==> src/hdl/reset_boot_pkg.sv <==
// constants and types shared by the reset and boot-mode capture block
package reset_boot_pkg;

   // -----------------------------------------------------------------
   // reset release timing
   // -----------------------------------------------------------------
   localparam int unsigned RELEASE_CYCLES = 16;  // clocks after last source

   // -----------------------------------------------------------------
   // register byte offsets on the avalon slave
   // -----------------------------------------------------------------
   localparam logic [3:0] OFS_PULLUP = 4'h0;  // pullup_disable_reg
   localparam logic [3:0] OFS_MODE   = 4'h4;  // operating_mode_reg
   localparam logic [3:0] OFS_CLKSEL = 4'h8;  // clock source select
   localparam logic [3:0] OFS_STATUS = 4'hc;  // reset cause and straps

   // -----------------------------------------------------------------
   // field positions
   // -----------------------------------------------------------------
   localparam int unsigned PUD_RESET  = 0;   // reset pin pull-up off
   localparam int unsigned PUD_BOOT   = 1;   // boot_select_pullup_off
   localparam int unsigned PUD_EXTMEM = 2;   // ext memory pull-up off
   localparam int unsigned MODE_MAP   = 0;   // map_select_bit
   localparam int unsigned MODE_SEC   = 1;   // security_mode_bit
   localparam int unsigned MODE_EXTM  = 2;   // captured ext memory mode
   localparam int unsigned ST_POR     = 0;   // power-on reset seen
   localparam int unsigned ST_PIN     = 1;   // reset pin seen
   localparam int unsigned ST_SECURED = 2;   // flash secured, live
   localparam int unsigned ST_BOOTREQ = 3;   // boot select, live

   // -----------------------------------------------------------------
   // reset values
   // -----------------------------------------------------------------
   localparam logic [2:0]  PUD_RESET_VAL = 3'h0;  // all pull-ups on
   localparam logic [31:0] READ_ZERO     = 32'h0000_0000;

   // -----------------------------------------------------------------
   // types
   // -----------------------------------------------------------------
   typedef enum logic [1:0] {
      CLK_RESONATOR = 2'h0,
      CLK_CRYSTAL   = 2'h1,
      CLK_EXTERNAL  = 2'h3
   } clk_src_t;

   // gray order: hold -> count -> run
   typedef enum logic [1:0] {
      SEQ_HOLD  = 2'h0,
      SEQ_COUNT = 2'h1,
      SEQ_RUN   = 2'h3
   } seq_state_t;

endpackage

==> src/hdl/release_counter.sv <==
// delay counter that times the internal reset release
`timescale 1ns/1ps
`default_nettype none

module release_counter #(
   parameter int unsigned COUNT = 16
) (
   input  wire logic clock,
   input  wire logic arst_n,
   input  wire logic restart,
   output var  logic done
);

   localparam int unsigned CW = (COUNT < 2) ? 1 : $clog2(COUNT);

   // -----------------------------------------------------------------
   // elaboration check
   // -----------------------------------------------------------------
   if (COUNT < 1) begin : g_bad_count
      $error("release count must be at least one");
   end

   logic [CW-1:0] count_ff;

   // -----------------------------------------------------------------
   // counting
   // -----------------------------------------------------------------
   // restart clears at once, so a glitching source always costs
   // the full delay again
   always_ff @(posedge clock or negedge arst_n) begin
      if (!arst_n) begin
         count_ff <= '0;
         done     <= 1'b0;
      end else if (restart) begin
         count_ff <= '0;
         done     <= 1'b0;
      end else if (!done) begin
         if (count_ff == CW'(COUNT - 1)) begin
            done <= 1'b1;
         end else begin
            count_ff <= count_ff + CW'(1);
         end
      end
   end

endmodule

`default_nettype wire

==> src/hdl/reset_boot_capture.sv <==
// chip reset sequencer, boot-mode capture and its register slave
//
// Function
// while the reset pin is low the chip stays in reset and all logic is set to its initial state; the code keeps por_ff and readdata.
// internal reset is released in step with the clock only after a fixed count of clocks.
// the board should assert the reset pin and the test reset together for a full reset.
// a debugger wanting a chip reset alone asserts only the reset pin and leaves test reset off.
// a power-on reset puts the chip into reset regardless of the reset pin.
// the reset output pin always shows the present internal reset state.
// the reset pin pull-up is on by default and its disable bit turns it off.
// boot select high with flash unsecured boots external, boot select low boots internal.
// the boot select disable bit turns off the boot select pull-up.
// boot is internal by default and ext memory mode, boot select and security modify it.
// the ext memory mode disable bit turns off the ext memory mode pull-up.
// in this package both strap inputs count as low so boot is always internal.
// the system clock source is selectable between resonator, crystal and external clock.
// the map select and security mode bits are loaded from the straps only at reset; software may also write map select when unsecured.
// a secured flash with external boot requested gives internal boot with both mode bits zero.
// the release delay counts from the last inactive source and restarts on any reassertion.
`timescale 1ns/1ps
`default_nettype none

module reset_boot_capture
   import reset_boot_pkg::*;
#(
   parameter int unsigned RELEASE = RELEASE_CYCLES,
   parameter bit          TIE_LOW = 1'b1
) (
   input  wire logic        clock,
   input  wire logic        arst_n,
   input  wire logic        resetPinN,
   input  wire logic        bootSourceSelect,
   input  wire logic        extMemModeSelect,
   input  wire logic        flashSecured,
   input  wire logic [3:0]  address,
   input  wire logic        read,
   input  wire logic        write,
   input  wire logic [31:0] writedata,
   input  wire logic [3:0]  byteenable,
   output var  logic [31:0] readdata,
   output var  logic        waitrequest,
   output var  logic        resetOutPin,
   output var  logic        resetPullupEn,
   output var  logic        bootSelPullupEn,
   output var  logic        extMemPullupEn,
   output var  logic        mapSelect,
   output var  logic        securityMode,
   output var  logic        extMemMode,
   output var  logic [1:0]  clkSrcSel
);

   // -----------------------------------------------------------------
   // decode helpers
   // -----------------------------------------------------------------
   function automatic logic hit(input logic [3:0] a,
                                input logic [3:0] ofs);
      hit = (a == ofs);
   endfunction

   function automatic logic legalClk(input logic [1:0] v);
      legalClk = (v == CLK_RESONATOR) || (v == CLK_CRYSTAL) ||
                 (v == CLK_EXTERNAL);
   endfunction

   // -----------------------------------------------------------------
   // declarations
   // -----------------------------------------------------------------
   seq_state_t  state_ff;
   seq_state_t  nxt_state;
   logic        relDone;
   logic        srcActive;
   logic        inReset;
   logic        bootReq;
   logic        extReq;
   logic [2:0]  pud_ff;
   logic        por_ff;
   logic        pinSeen_ff;
   logic        wrAccept;
   logic        wrLow;
   logic [31:0] nxt_readdata;

   // straps read as low in this package whatever the pads show
   assign bootReq   = TIE_LOW ? 1'b0 : bootSourceSelect;
   assign extReq    = TIE_LOW ? 1'b0 : extMemModeSelect;
   assign srcActive = !resetPinN;
   assign inReset   = (state_ff != SEQ_RUN);

   // -----------------------------------------------------------------
   // reset sequencer
   // -----------------------------------------------------------------
   // the pin is taken as synchronous; power-on comes in on arst_n
   release_counter #(
      .COUNT   (RELEASE)
   ) u_release (
      .clock   (clock),
      .arst_n  (arst_n),
      .restart (srcActive || (state_ff != SEQ_COUNT)),
      .done    (relDone)
   );

   // next state: any source back in force returns to hold
   always_comb begin
      nxt_state = state_ff;
      case (state_ff)
         SEQ_HOLD: begin
            if (!srcActive) begin
               nxt_state = SEQ_COUNT;
            end
         end
         SEQ_COUNT: begin
            if (srcActive) begin
               nxt_state = SEQ_HOLD;
            end else if (relDone) begin
               nxt_state = SEQ_RUN;
            end
         end
         SEQ_RUN: begin
            if (srcActive) begin
               nxt_state = SEQ_HOLD;
            end
         end
         default: begin
            nxt_state = SEQ_HOLD;
         end
      endcase
   end

   // power-on starts in hold, independent of the pin
   always_ff @(posedge clock or negedge arst_n) begin
      if (!arst_n) begin
         state_ff <= SEQ_HOLD;
      end else begin
         state_ff <= nxt_state;
      end
   end

   // reset output tracks the state register exactly
   always_ff @(posedge clock or negedge arst_n) begin
      if (!arst_n) begin
         resetOutPin <= 1'b1;
      end else begin
         resetOutPin <= (nxt_state != SEQ_RUN);
      end
   end

   // -----------------------------------------------------------------
   // reset cause flags
   // -----------------------------------------------------------------
   // write one clears; a new event in the same cycle wins
   assign wrAccept = write && !waitrequest && !inReset;
   assign wrLow    = wrAccept && byteenable[0];

   always_ff @(posedge clock or negedge arst_n) begin
      if (!arst_n) begin
         por_ff     <= 1'b1;
         pinSeen_ff <= 1'b0;
      end else begin
         if (wrLow && hit(address, OFS_STATUS) && writedata[ST_POR]) begin
            por_ff <= 1'b0;
         end
         if (srcActive) begin
            pinSeen_ff <= 1'b1;
         end else if (wrLow && hit(address, OFS_STATUS) &&
                      writedata[ST_PIN]) begin
            pinSeen_ff <= 1'b0;
         end
      end
   end

   // -----------------------------------------------------------------
   // pull-up disable register
   // -----------------------------------------------------------------
   // cleared for the whole reset so every pad pull-up comes back on
   always_ff @(posedge clock or negedge arst_n) begin
      if (!arst_n) begin
         pud_ff <= PUD_RESET_VAL;
      end else if (inReset) begin
         pud_ff <= PUD_RESET_VAL;
      end else if (wrLow && hit(address, OFS_PULLUP)) begin
         pud_ff <= writedata[2:0];
      end
   end

   // pad enables, active high, off once software sets the bit
   always_ff @(posedge clock or negedge arst_n) begin
      if (!arst_n) begin
         resetPullupEn   <= 1'b1;
         bootSelPullupEn <= 1'b1;
         extMemPullupEn  <= 1'b1;
      end else begin
         resetPullupEn   <= !pud_ff[PUD_RESET];
         bootSelPullupEn <= !pud_ff[PUD_BOOT];
         extMemPullupEn  <= !pud_ff[PUD_EXTMEM];
      end
   end

   // -----------------------------------------------------------------
   // operating mode capture
   // -----------------------------------------------------------------
   // sampled every reset cycle, so the value at release is the one
   // kept; a later change of flash security is not seen until the
   // next reset
   always_ff @(posedge clock or negedge arst_n) begin
      if (!arst_n) begin
         securityMode <= 1'b0;
         mapSelect    <= 1'b0;
         extMemMode   <= 1'b0;
      end else if (inReset) begin
         securityMode <= !flashSecured;
         mapSelect    <= bootReq && !flashSecured;
         extMemMode   <= extReq && bootReq && !flashSecured;
      end else if (wrLow && hit(address, OFS_MODE) && securityMode) begin
         // software may move the map only if unsecured at reset
         mapSelect    <= writedata[MODE_MAP];
      end
   end

   // -----------------------------------------------------------------
   // clock source select
   // -----------------------------------------------------------------
   // an unlisted code is refused and the old source kept
   always_ff @(posedge clock or negedge arst_n) begin
      if (!arst_n) begin
         clkSrcSel <= CLK_RESONATOR;
      end else if (inReset) begin
         clkSrcSel <= CLK_RESONATOR;
      end else if (wrLow && hit(address, OFS_CLKSEL) &&
                   legalClk(writedata[1:0])) begin
         clkSrcSel <= writedata[1:0];
      end
   end

   // -----------------------------------------------------------------
   // avalon slave
   // -----------------------------------------------------------------
   // read mux; unmapped offsets read zero
   always_comb begin
      nxt_readdata = READ_ZERO;
      if (hit(address, OFS_PULLUP)) begin
         nxt_readdata[2:0] = pud_ff;
      end else if (hit(address, OFS_MODE)) begin
         nxt_readdata[MODE_MAP]  = mapSelect;
         nxt_readdata[MODE_SEC]  = securityMode;
         nxt_readdata[MODE_EXTM] = extMemMode;
      end else if (hit(address, OFS_CLKSEL)) begin
         nxt_readdata[1:0] = clkSrcSel;
      end else if (hit(address, OFS_STATUS)) begin
         nxt_readdata[ST_POR]     = por_ff;
         nxt_readdata[ST_PIN]     = pinSeen_ff;
         nxt_readdata[ST_SECURED] = flashSecured;
         nxt_readdata[ST_BOOTREQ] = bootReq;
      end
   end

   // one wait state; the bus stalls for the whole chip reset, which
   // keeps software off registers that are being forced
   always_ff @(posedge clock or negedge arst_n) begin
      if (!arst_n) begin
         waitrequest <= 1'b1;
         readdata    <= READ_ZERO;
      end else if (inReset || srcActive) begin
         waitrequest <= 1'b1;
      end else if ((read || write) && waitrequest) begin
         waitrequest <= 1'b0;
         readdata    <= nxt_readdata;
      end else begin
         waitrequest <= 1'b1;
      end
   end

   // -----------------------------------------------------------------
   // checks
   // -----------------------------------------------------------------
   logic [7:0] quiet_ff;  // cycles with the pin high, saturating
   logic [7:0] boot_ff;   // cycles since power-on, saturating

   always_ff @(posedge clock or negedge arst_n) begin
      if (!arst_n) begin
         quiet_ff <= 8'h00;
         boot_ff  <= 8'h00;
      end else begin
         quiet_ff <= srcActive ? 8'h00 :
                     (quiet_ff == 8'hff) ? quiet_ff : quiet_ff + 8'h01;
         boot_ff  <= (boot_ff == 8'hff) ? boot_ff : boot_ff + 8'h01;
      end
   end

   a_pin_holds_reset: assert property (
      @(posedge clock) disable iff (!arst_n)
      srcActive |=> resetOutPin && waitrequest)
      else $error("reset pin low did not hold the chip in reset");

   a_release_not_early: assert property (
      @(posedge clock) disable iff (!arst_n)
      $fell(resetOutPin) |-> (32'(quiet_ff) >= RELEASE))
      else $error("internal reset released before the fixed delay");

   a_release_not_late: assert property (
      @(posedge clock) disable iff (!arst_n)
      (32'(quiet_ff) == RELEASE + 3) |-> !resetOutPin)
      else $error("internal reset held past the fixed delay");

   a_por_holds_reset: assert property (
      @(posedge clock) disable iff (!arst_n)
      (32'(boot_ff) < RELEASE) |-> resetOutPin)
      else $error("power-on reset released too soon");

   a_out_mirrors_state: assert property (
      @(posedge clock) disable iff (!arst_n)
      resetOutPin == inReset)
      else $error("reset output differs from internal reset");

   a_pullups_on_reset: assert property (
      @(posedge clock) disable iff (!arst_n)
      resetOutPin ##1 resetOutPin |=>
         resetPullupEn && bootSelPullupEn && extMemPullupEn)
      else $error("a pull-up stayed off through reset");

   a_secure_forces_int: assert property (
      @(posedge clock) disable iff (!arst_n)
      (flashSecured || TIE_LOW) && inReset |=> !extMemMode && !mapSelect)
      else $error("external mode taken while secured or tied low");

   a_secure_map_zero: assert property (
      @(posedge clock) disable iff (!arst_n)
      !resetOutPin && !securityMode |-> !mapSelect)
      else $error("map select set although flash was secured");

   a_mode_frozen: assert property (
      @(posedge clock) disable iff (!arst_n)
      !inReset && !$past(inReset) |-> $stable(securityMode))
      else $error("security mode changed outside reset");

   a_clock_legal: assert property (
      @(posedge clock) disable iff (!arst_n)
      legalClk(clkSrcSel))
      else $error("clock source select holds an unlisted code");

   a_bus_answers: assert property (
      @(posedge clock) disable iff (!arst_n)
      (read || write) && !inReset && !srcActive && waitrequest
         |-> ##[0:2] !waitrequest)
      else $error("bus request not answered in time");

endmodule

`default_nettype wire

==> config.mk <==
export PLATFORM = sky130hd
export DESIGN_NAME = reset_boot_capture
export DESIGN_NICKNAME = d
export VERILOG_FILES = /design/src/hdl/reset_boot_pkg.sv /design/src/hdl/release_counter.sv /design/src/hdl/reset_boot_capture.sv
export SDC_FILE = /design/constraint.sdc
export NUM_CORES = 1
export LEC_CHECK = 0
export ABC_CLOCK_PERIOD_IN_PS = 3800
export BUFFER_PORTS_ARGS = -buffer_cell sky130_fd_sc_hd__buf_2
export CAP_MARGIN = 10
export CORE_MARGIN = 10
export CORE_UTILIZATION = 35
export DETAILED_ROUTE_END_ITERATION = 7
export MAX_ROUTING_LAYER = met4
export PLACE_DENSITY = 0.69
export SLEW_MARGIN = 5
export SYNTH_ARGS = -nofsm -noshare
export SYNTH_HDL_FRONTEND = slang
export SYNTH_SLANG_ARGS = --single-unit
==> constraint.sdc <==
create_clock -name clock -period 3.8 [get_ports clock]
set_input_delay 0.38 -clock clock [delete_from_list [all_inputs] [get_ports clock]]
set_output_delay 0.38 -clock clock [all_outputs]
set_load 0.005 [all_outputs]
== Word level (Yosys, flattened, before mapping) ==
Index checks and enable logic that the tools add are counted.

* Bitwise logic cells: 1
* Muxes and demuxes: 27
* Add/subtract/negate cells: 1
* Eq/ne operators: 14
* Reduce and logical (&&, ||, !) cells: 32

{| class="wikitable"
|+ Operators by type and width
! operator !! number
|-
| $mux 3 || 5
|-
| $mux 2 || 7
|-
| $eq 4x4->1 const B || 3
|-
| $logic_and 1x1->1 || 12
|-
| $mux 4 || 3
|-
| $mux 1 || 11
|-
| $ne 2x1->1 const B || 4
|-
| $logic_not 1->1 || 7
|-
| $pmux 2 s3 || 1
|-
| $reduce_bool 2->1 || 3
|-
| $logic_or 1x1->1 || 5
|-
| $add 4x1->4 const B || 1
|-
| $eq 2x1->1 const B || 2
|-
| $eq 2x2->1 const B || 2
|-
| $eq 4x3->1 const B || 1
|-
| $logic_not 2->1 || 2
|-
| $logic_not 4->1 || 1
|-
| $ne 2x2->1 const B || 2
|-
| $reduce_and 2->1 || 2
|-
| $not 1->1 || 1
|}

* Register bits after elaboration: 25
* Output and inout bits: 42
* Logic and storage cells: 90

== Depth between registers and ports, before layout ==
Gate-level depths: netlist of the first run.

* Depth in word-level cells: 8
* Depth in mapped cells: 4
* Mapped depth without buffers: 4

== By module ==
From an unflattened synthesis of the first run, not the netlist that was laid out.

* Cell total of the unflattened synthesis: 127
* Area, all modules: 1,340.0 um^2

{| class="wikitable"
|+ By module, submodules not included
! module !! area an instance (um^2) !! times used !! sequential area each (um^2) !! cells an instance
|-
| reset_boot_capture || 1,094.8 || 1 || 483.0 || 107
|-
| release_counter || 245.2 || 1 || 125.1 || 20
|}

== Least setup slack after synthesis of the first run ==
No wires, ideal clock.

* Path type: flip-flop to flip-flop
* Start: register u_release.count_ff[0]
* End: register u_release.count_ff[3]
* Clock period less this slack: 1,523 ps
* Arrival time: 1,398 ps
* Path slack: 2,277 ps
* Stages on the path, launching flop included: 5
* Path buffers: 0
* Library setup time: 125 ps
* Cells stage by stage: dfrtp_1 > ha_1 > a31oi_1 > nand4_1 > mux2_2

* Cells in the longest elaborated chain, start to end: 4
* Elaborated cells on any way between the ends: 7
* Classes of those cells: 1 x add/sub; 2 x eq/ne; 3 x mux; 1 x reduce/logical

{| class="wikitable"
|+ Ends and longest elaborated chain
! element !! line !! text
|-
| start: declaration || release_counter.sv:23 || <nowiki>logic [CW-1:0] count_ff;</nowiki>
|-
| start signal: assignment || release_counter.sv:41 || <nowiki>count_ff <= count_ff + CW'(1);</nowiki>
|-
| $add 4x1->4 || release_counter.sv:41 ||
|-
| $mux 4 || release_counter.sv:38 || <nowiki>if (count_ff == CW'(COUNT - 1)) begin</nowiki>
|-
| $mux 4 || release_counter.sv:37 || <nowiki>end else if (!done) begin</nowiki>
|-
| $mux 4 || release_counter.sv:34 || <nowiki>end else if (restart) begin</nowiki>
|}

Parallel ways exist; a longest one is shown, timed or not. The select of a mux whose other input is x is not followed.
A chain may end at the register's enable or synchronous reset.

== Worst setup path in the final report of the first run ==
Ends and elaborated chain as after synthesis.

==> results.tsv, run 1 <==
metric	value	unit
slowest_delay	0.44	ns
grt_pass1_wl	4470	µm
setup_tns	0	ns
avgSynthCellArea	10.8	µm²
p_leak	0.687	nW
drt_pre_antenna_iters	4	
fin_area	0.00144	mm²
syn_inst	124	
drive_above_1_share	0.322	
ctsResizeCount	0	
start_util	0.363	
drt-total-wl	2810	µm
insertedDiodeCount	0	
finalPower	0.447	mW
reg2reg_to	u_release.count_ff[3]	
fmax	601	MHz
fin_crit_sh	0.438	
ys_types	39	
postPlaceCellArea	0.00139	mm²
hold_buffers	0	
worstHoldPathType	in2async	
fin_worst_skew	0.00284	ns
fin_nets	199	
seq_area_frac_synth	0.454	
p_per_area	311	mW/mm²
drtIter0Drc	33	
antenna_found_initial	0	
cts_buffer_depth	2	
die_h	81.9	µm
clkLatencyLatePin	0.26	ns
p_seq_frac	0.583	
maxCapViolations	0	
path_cells	ha_1, a31oi_1, nand4_1, mux2_2	
ys_seq_elements	24	
worst_slew_pin_slew	0.573	ns
syn2layout_area_growth	7.38	%
grt_max_degree	25	
synth_top_area_share	0.336	
combPwrFrac	0.080	
intPower	0.343	mW
grt_usage	0.0865	
dp_hpwl	2220	µm
end_kind	flop	
cp_num_buf_inv	0	
cts_root_buf	clkbuf_8	
maxSlewViolCount	0	
antenna_left	0	
cp-start-kind	flop	
ys_async_sr_fraction	1.00	
crit_arrival	1.82	ns
cts_buffers	3	
num_rows	22	
critical_path_required	3.95	ns
gp_congestion	0.774	
cts_setup_buffers	0	
cpMaxStageDelayCell	a31oi_1	
num_vias	869	
ys.flop_type	dfrtp_1	
switching_share	0.232	
tritoncts	built	
crit_family	compound AO/OA/AOI/OAI gates	
rr_worst_depth	4	
post-route-drc-count	0	
path_class	reg2reg	
n_fill_cell	381	
peakVddDrop	114	µV
worst-r2r-setup-slack	2.14	ns
path_max_fanout	6	
portBuffers	25	
p_switching	0.103	mW
path_clk_slew	0.08	ns
period_minus_slack	1.66	ns
core_area	0.00369	mm²
cts.sinks	24	
run_status	complete, no violations	
synthTopCellsByArea	dfrtp_1 34%, buf_4 17%, dfstp_2 12%	
rsz0062_at_grt	no	
yosys_warnings	0	
cts_max_level	1	
maxSlewHeadroom	0.616	
finalHoldViolations	0	
clockPowerShare	0.337	
viasPerCell	4.41	
ioPinCount	90	
wl_per_cell	14.2	µm
syn-cell-area	0.00134	mm²
setup_viol	0	
grt_pass1_vias	933	
dieArea	0.00670	mm²
grt-ovfl-total	0	
synth-edff-count	0	
fp.dieW	81.9	µm
r2r_start	u_release.count_ff[0]	
yosysTopAreaCell	dfrtp_1	
## how the worst max path moves through the flow
stage | from | end | slack, ns | cells past startpoint
global placement | u_release.count_ff[0] | u_release.count_ff[3] | 2.18 | 4
finish | u_release.count_ff[0] | u_release.count_ff[3] | 2.14 | 4
global route | u_release.count_ff[0] | u_release.count_ff[3] | 2.03 | 4
detailed placement | u_release.count_ff[0] | u_release.count_ff[3] | 2.14 | 4
CTS | u_release.count_ff[0] | u_release.count_ff[3] | 2.12 | 4
floorplan | u_release.count_ff[0] | u_release.count_ff[3] | 2.28 | 4
## synth_stat cells (2+ instances only)
library cell,n
buf_4,30
dfrtp_1,18
nor2_1,11
inv_1,8
dfstp_2,6
mux2_2,5
nand2_1,4
buf_2,3
nand3_1,3
a21oi_1,2
a22o_1,2
mux4_2,2
nand3b_1,2
nor4_1,2
o21ai_0,2
## flip-flops by register name (all words and copies together), names as in the netlist, 2 cells and up
signal	count
u_release.count_ff	4
state_ff	2
pud_ff	3
readdata	3
clkSrcSel	2
## cell type report
type,instances,area (µm²),share of cell area
clock buffers,4,45.0,0.0313
inverters,8,30.0,0.0209
multi-input cells,88,571,0.397
flip-flops and latches,24,608,0.423
well taps,48,60.1,0.0417
repair buffers,25,125,0.0870
## cell families (layout without fill, tap and decap cells)
family,after synthesis,after routing,synth area share
muxes,8,8,0.0831
buffers and inverters,41,37,0.202
xor gates and xnor gates,1,1,0.00654
DFF,24,24,0.454
adders and majority gates,1,1,0.00934
AOI/OAI and AO/OA,15,15,0.0822
and+or+nand+nor,33,33,0.161
other,1,30,0.00280
## cells in the final DEF, fill, tap and decap left out, drive strengths merged
master | netlist | layout
conb | 1 | 30
buf | 33 | 25
dfrtp | 18 | 18
nor2 | 11 | 11
inv | 8 | 8
dfstp | 6 | 6
mux2 | 5 | 5
nand2 | 5 | 5
clkbuf | 0 | 4
nand3 | 3 | 3
nor4 | 3 | 3
nand3b | 2 | 2
mux4 | 2 | 2
a22o | 2 | 2
o21ai | 2 | 2
a21oi | 2 | 2
or2 | 2 | 2
nand4bb | 2 | 2
o31a | 2 | 2
a21boi | 1 | 1
a31oi | 1 | 1
o211ai | 1 | 1
o41ai | 1 | 1
nor4b | 1 | 1
or3 | 1 | 1
mux2i | 1 | 1
xnor2 | 1 | 1
a211oi | 1 | 1
a31o | 1 | 1
nand4 | 1 | 1
nand4b | 1 | 1
o31ai | 1 | 1
and3 | 1 | 1
ha | 1 | 1
## metrics by stage
stage                util  cells  setup WS, ns  hold WS [ns]
floorplan               -    153          2.28        0.0844
global placement    0.378    193          2.18         0.373
detailed placement  0.378    193          2.14         0.397
CTS                 0.390    197          2.12         0.107
global route        0.390    197          2.03         0.135
finish              0.390    197          2.14        0.0924
## per-layer routing
layer,up-vias,routed length (µm),global-route usage
li1,411,-,-
met1,419,1180,0.102
met2,35,1350,0.139
met3,4,223,0.0120
met4,0,58,0.0459
met5,-,0,-
## power by group through the flow
stage | sequential (mW) | clock (mW) | combinational, mW
global route | 0.261 | 0.167 | 0.0422
detailed placement | 0.265 | 0 | 0.0346
CTS | 0.261 | 0.158 | 0.0348
global placement | 0.265 | 0 | 0.0339
finish | 0.261 | 0.151 | 0.0358
floorplan | 0.265 | 0 | 0.0410
Power figures use the tool's default switching activity.
==> run 2, diff against run 1 <==
--- a/config.mk
+++ b/config.mk
@@ -5,7 +5,7 @@
 export SDC_FILE = /design/constraint.sdc
 export NUM_CORES = 1
 export LEC_CHECK = 0
-export ABC_CLOCK_PERIOD_IN_PS = 3800
+export ABC_CLOCK_PERIOD_IN_PS = 1700
 export BUFFER_PORTS_ARGS = -buffer_cell sky130_fd_sc_hd__buf_2
 export CAP_MARGIN = 10
 export CORE_MARGIN = 10
==> constraint.sdc (replaced) <==
create_clock -name clock -period 1.7 [get_ports clock]
set_input_delay 0.17 -clock clock [delete_from_list [all_inputs] [get_ports clock]]
set_output_delay 0.17 -clock clock [all_outputs]
set_load 0.005 [all_outputs]
==> run 2 against run 1 <==
  * Register-to-register slack worse by 2.0 ns
  * Power is 130% higher
  * Via count is 2.8% higher
  * Flip-flop and latch count stayed put
  * Largest power group unchanged
  * Highest routed layer unchanged
==> results.tsv, run 2 (same netlist as run 1, synthesis figures left out) <==
metric	value	unit
viasPerCell	4.44	
maxSlewViolCount	0	
worstSetupStartpoint	u_release.count_ff[0]	
tritoncts	built	
cpMaxStageDelayCell	dfrtp_1	
run_status	complete, no violations	
fmax	655	MHz
period_minus_slack	1.53	ns
cts_setup_buffers	0	
ctsResizeCount	0	
antenna_found_initial	0	
worst_slew_pin_slew	0.515	ns
post-route-drc-count	0	
setup_ws	0.174	ns
path_cells	ha_1, a31oi_1, nand4_1, mux2_2	
cts_buffers	3	
cts_buffer_depth	2	
path_class	reg2reg	
fp.dieW	81.9	µm
min-delay-start	flashSecured	
path_max_fanout	5	
end_kind	flop	
drtIter0Drc	56	
grt_pass1_wl	4490	µm
largest_reg_flops	4	
reg_top3	u_release.count_ff: 4 flops, pud_ff: 3 flops, readdata: 3 flops	
insertedDiodeCount	0	
slowest_delay	0.41	ns
portBuffers	25	
p_per_area	707	mW/mm²
top_register	u_release.count_ff	
setup_tns	0	ns
grt_max_degree	25	
hold_buffers	1	
finalHoldViolations	0	
num_vias	893	
critical_path_required	1.85	ns
num_rows	22	
path_clk_slew	0.08	ns
postPlaceCellArea	0.00142	mm²
rsz0062_at_grt	no	
grt_usage	0.0865	
final_core_util	0.402	
syn2layout_area_growth	10.6	%
ioPinCount	90	
wl_per_cell	13.7	µm
setup_viol	0	
drt-total-wl	2750	µm
gp_congestion	0.768	
cp-start-kind	flop	
maxCapViolations	0	
fin_worst_skew	0.00144	ns
r2r_start	u_release.count_ff[0]	
dp_hpwl	2240	µm
fin_area	0.00148	mm²
crit_arrival	1.68	ns
maxSlewHeadroom	0.657	
dieArea	0.00670	mm²
mostFrequentLayoutCells	30 x conb_1, 25 x buf_2, 18 x dfrtp_1	
fin_crit_sh	0.897	
cts_root_buf	clkbuf_8	
peakVddDrop	258	µV
pre_cts_slack	0.198	ns
die_h	81.9	µm
grt-ovfl-total	0	
clkLatencyLatePin	0.26	ns
p_leak	0.712	nW
grt_pass1_vias	935	
fin_nets	203	
final_common_cell	conb_1	
cts_max_level	1	
core_area	0.00369	mm²
drive_above_1_share	0.340	
cts.sinks	24	
start_util	0.363	
worstHoldPathType	in2reg	
antenna_left	0	
drt_pre_antenna_iters	4	
-- run 2: cell types whose count changed in the layout (fill, tap and decap cells not counted), sizes merged --
cell         delta
buf             +3
dlygate4sd3     +1
-- run 2: critical path: cells and delay by family, from the launching register on --
kind                     cells  cell delay, ns
AO/OA/AOI/OAI                1            0.33
adder cells (fa/ha/maj)      1            0.24
flip-flops                   1            0.41
multiplexers                 1            0.28
AND/OR/NAND/NOR              1            0.16
-- run 2: worst paths after layout --
path                                              end  slack [ns]  cells past startpoint
worst min-delay path                     securityMode        0.09                      2
max in group asynchronous                 waitrequest        0.92                      2
worst max-delay path            u_release.count_ff[3]        0.17                      4
worst min register to register          resetPullupEn        0.41                      1
min in group asynchronous                securityMode        0.41                      2
worst max register to register  u_release.count_ff[3]        0.17                      4
-- run 2: metal layers --
layer	track usage	vias to the layer above	part of all wire
met3	0.0251	5	0.11
li1	-	420	-
met5	-	-	0
met1	0.0970	430	0.40
met4	0.0459	0	0.023
met2	0.136	38	0.47
-- run 2: through the flow --
| step | total power [mW] | hold WS [ns] | cells |
|---|---|---|---|
| finish | 1.05 | 0.0860 | 201 |
| global route | 1.10 | 0.107 | 201 |
| CTS | 1.06 | 0.0837 | 201 |
| global placement | 0.671 | 0.182 | 196 |
| floorplan | 0.684 | -0.126 | 153 |
| detailed placement | 0.672 | 0.180 | 196 |
-- run 2: final cells by class --
type / count / area, µm²
Sequential cell: 24 / 608
Fill cell: 381 / 2210
Inverter: 8 / 30.0
Tap cell: 48 / 60.1
Multi-Input combinational cell: 88 / 571
Clock buffer: 4 / 55.1
Timing Repair Buffer: 29 / 158
-- run 2: report_power, final --
part | total (mW) | switching [mW] | leakage, nW | internal, mW
Sequential | 0.581 | 0.00480 | 0.304 | 0.576
Combinational | 0.0845 | 0.0566 | 0.380 | 0.0280
Clock | 0.382 | 0.175 | 0.0288 | 0.207
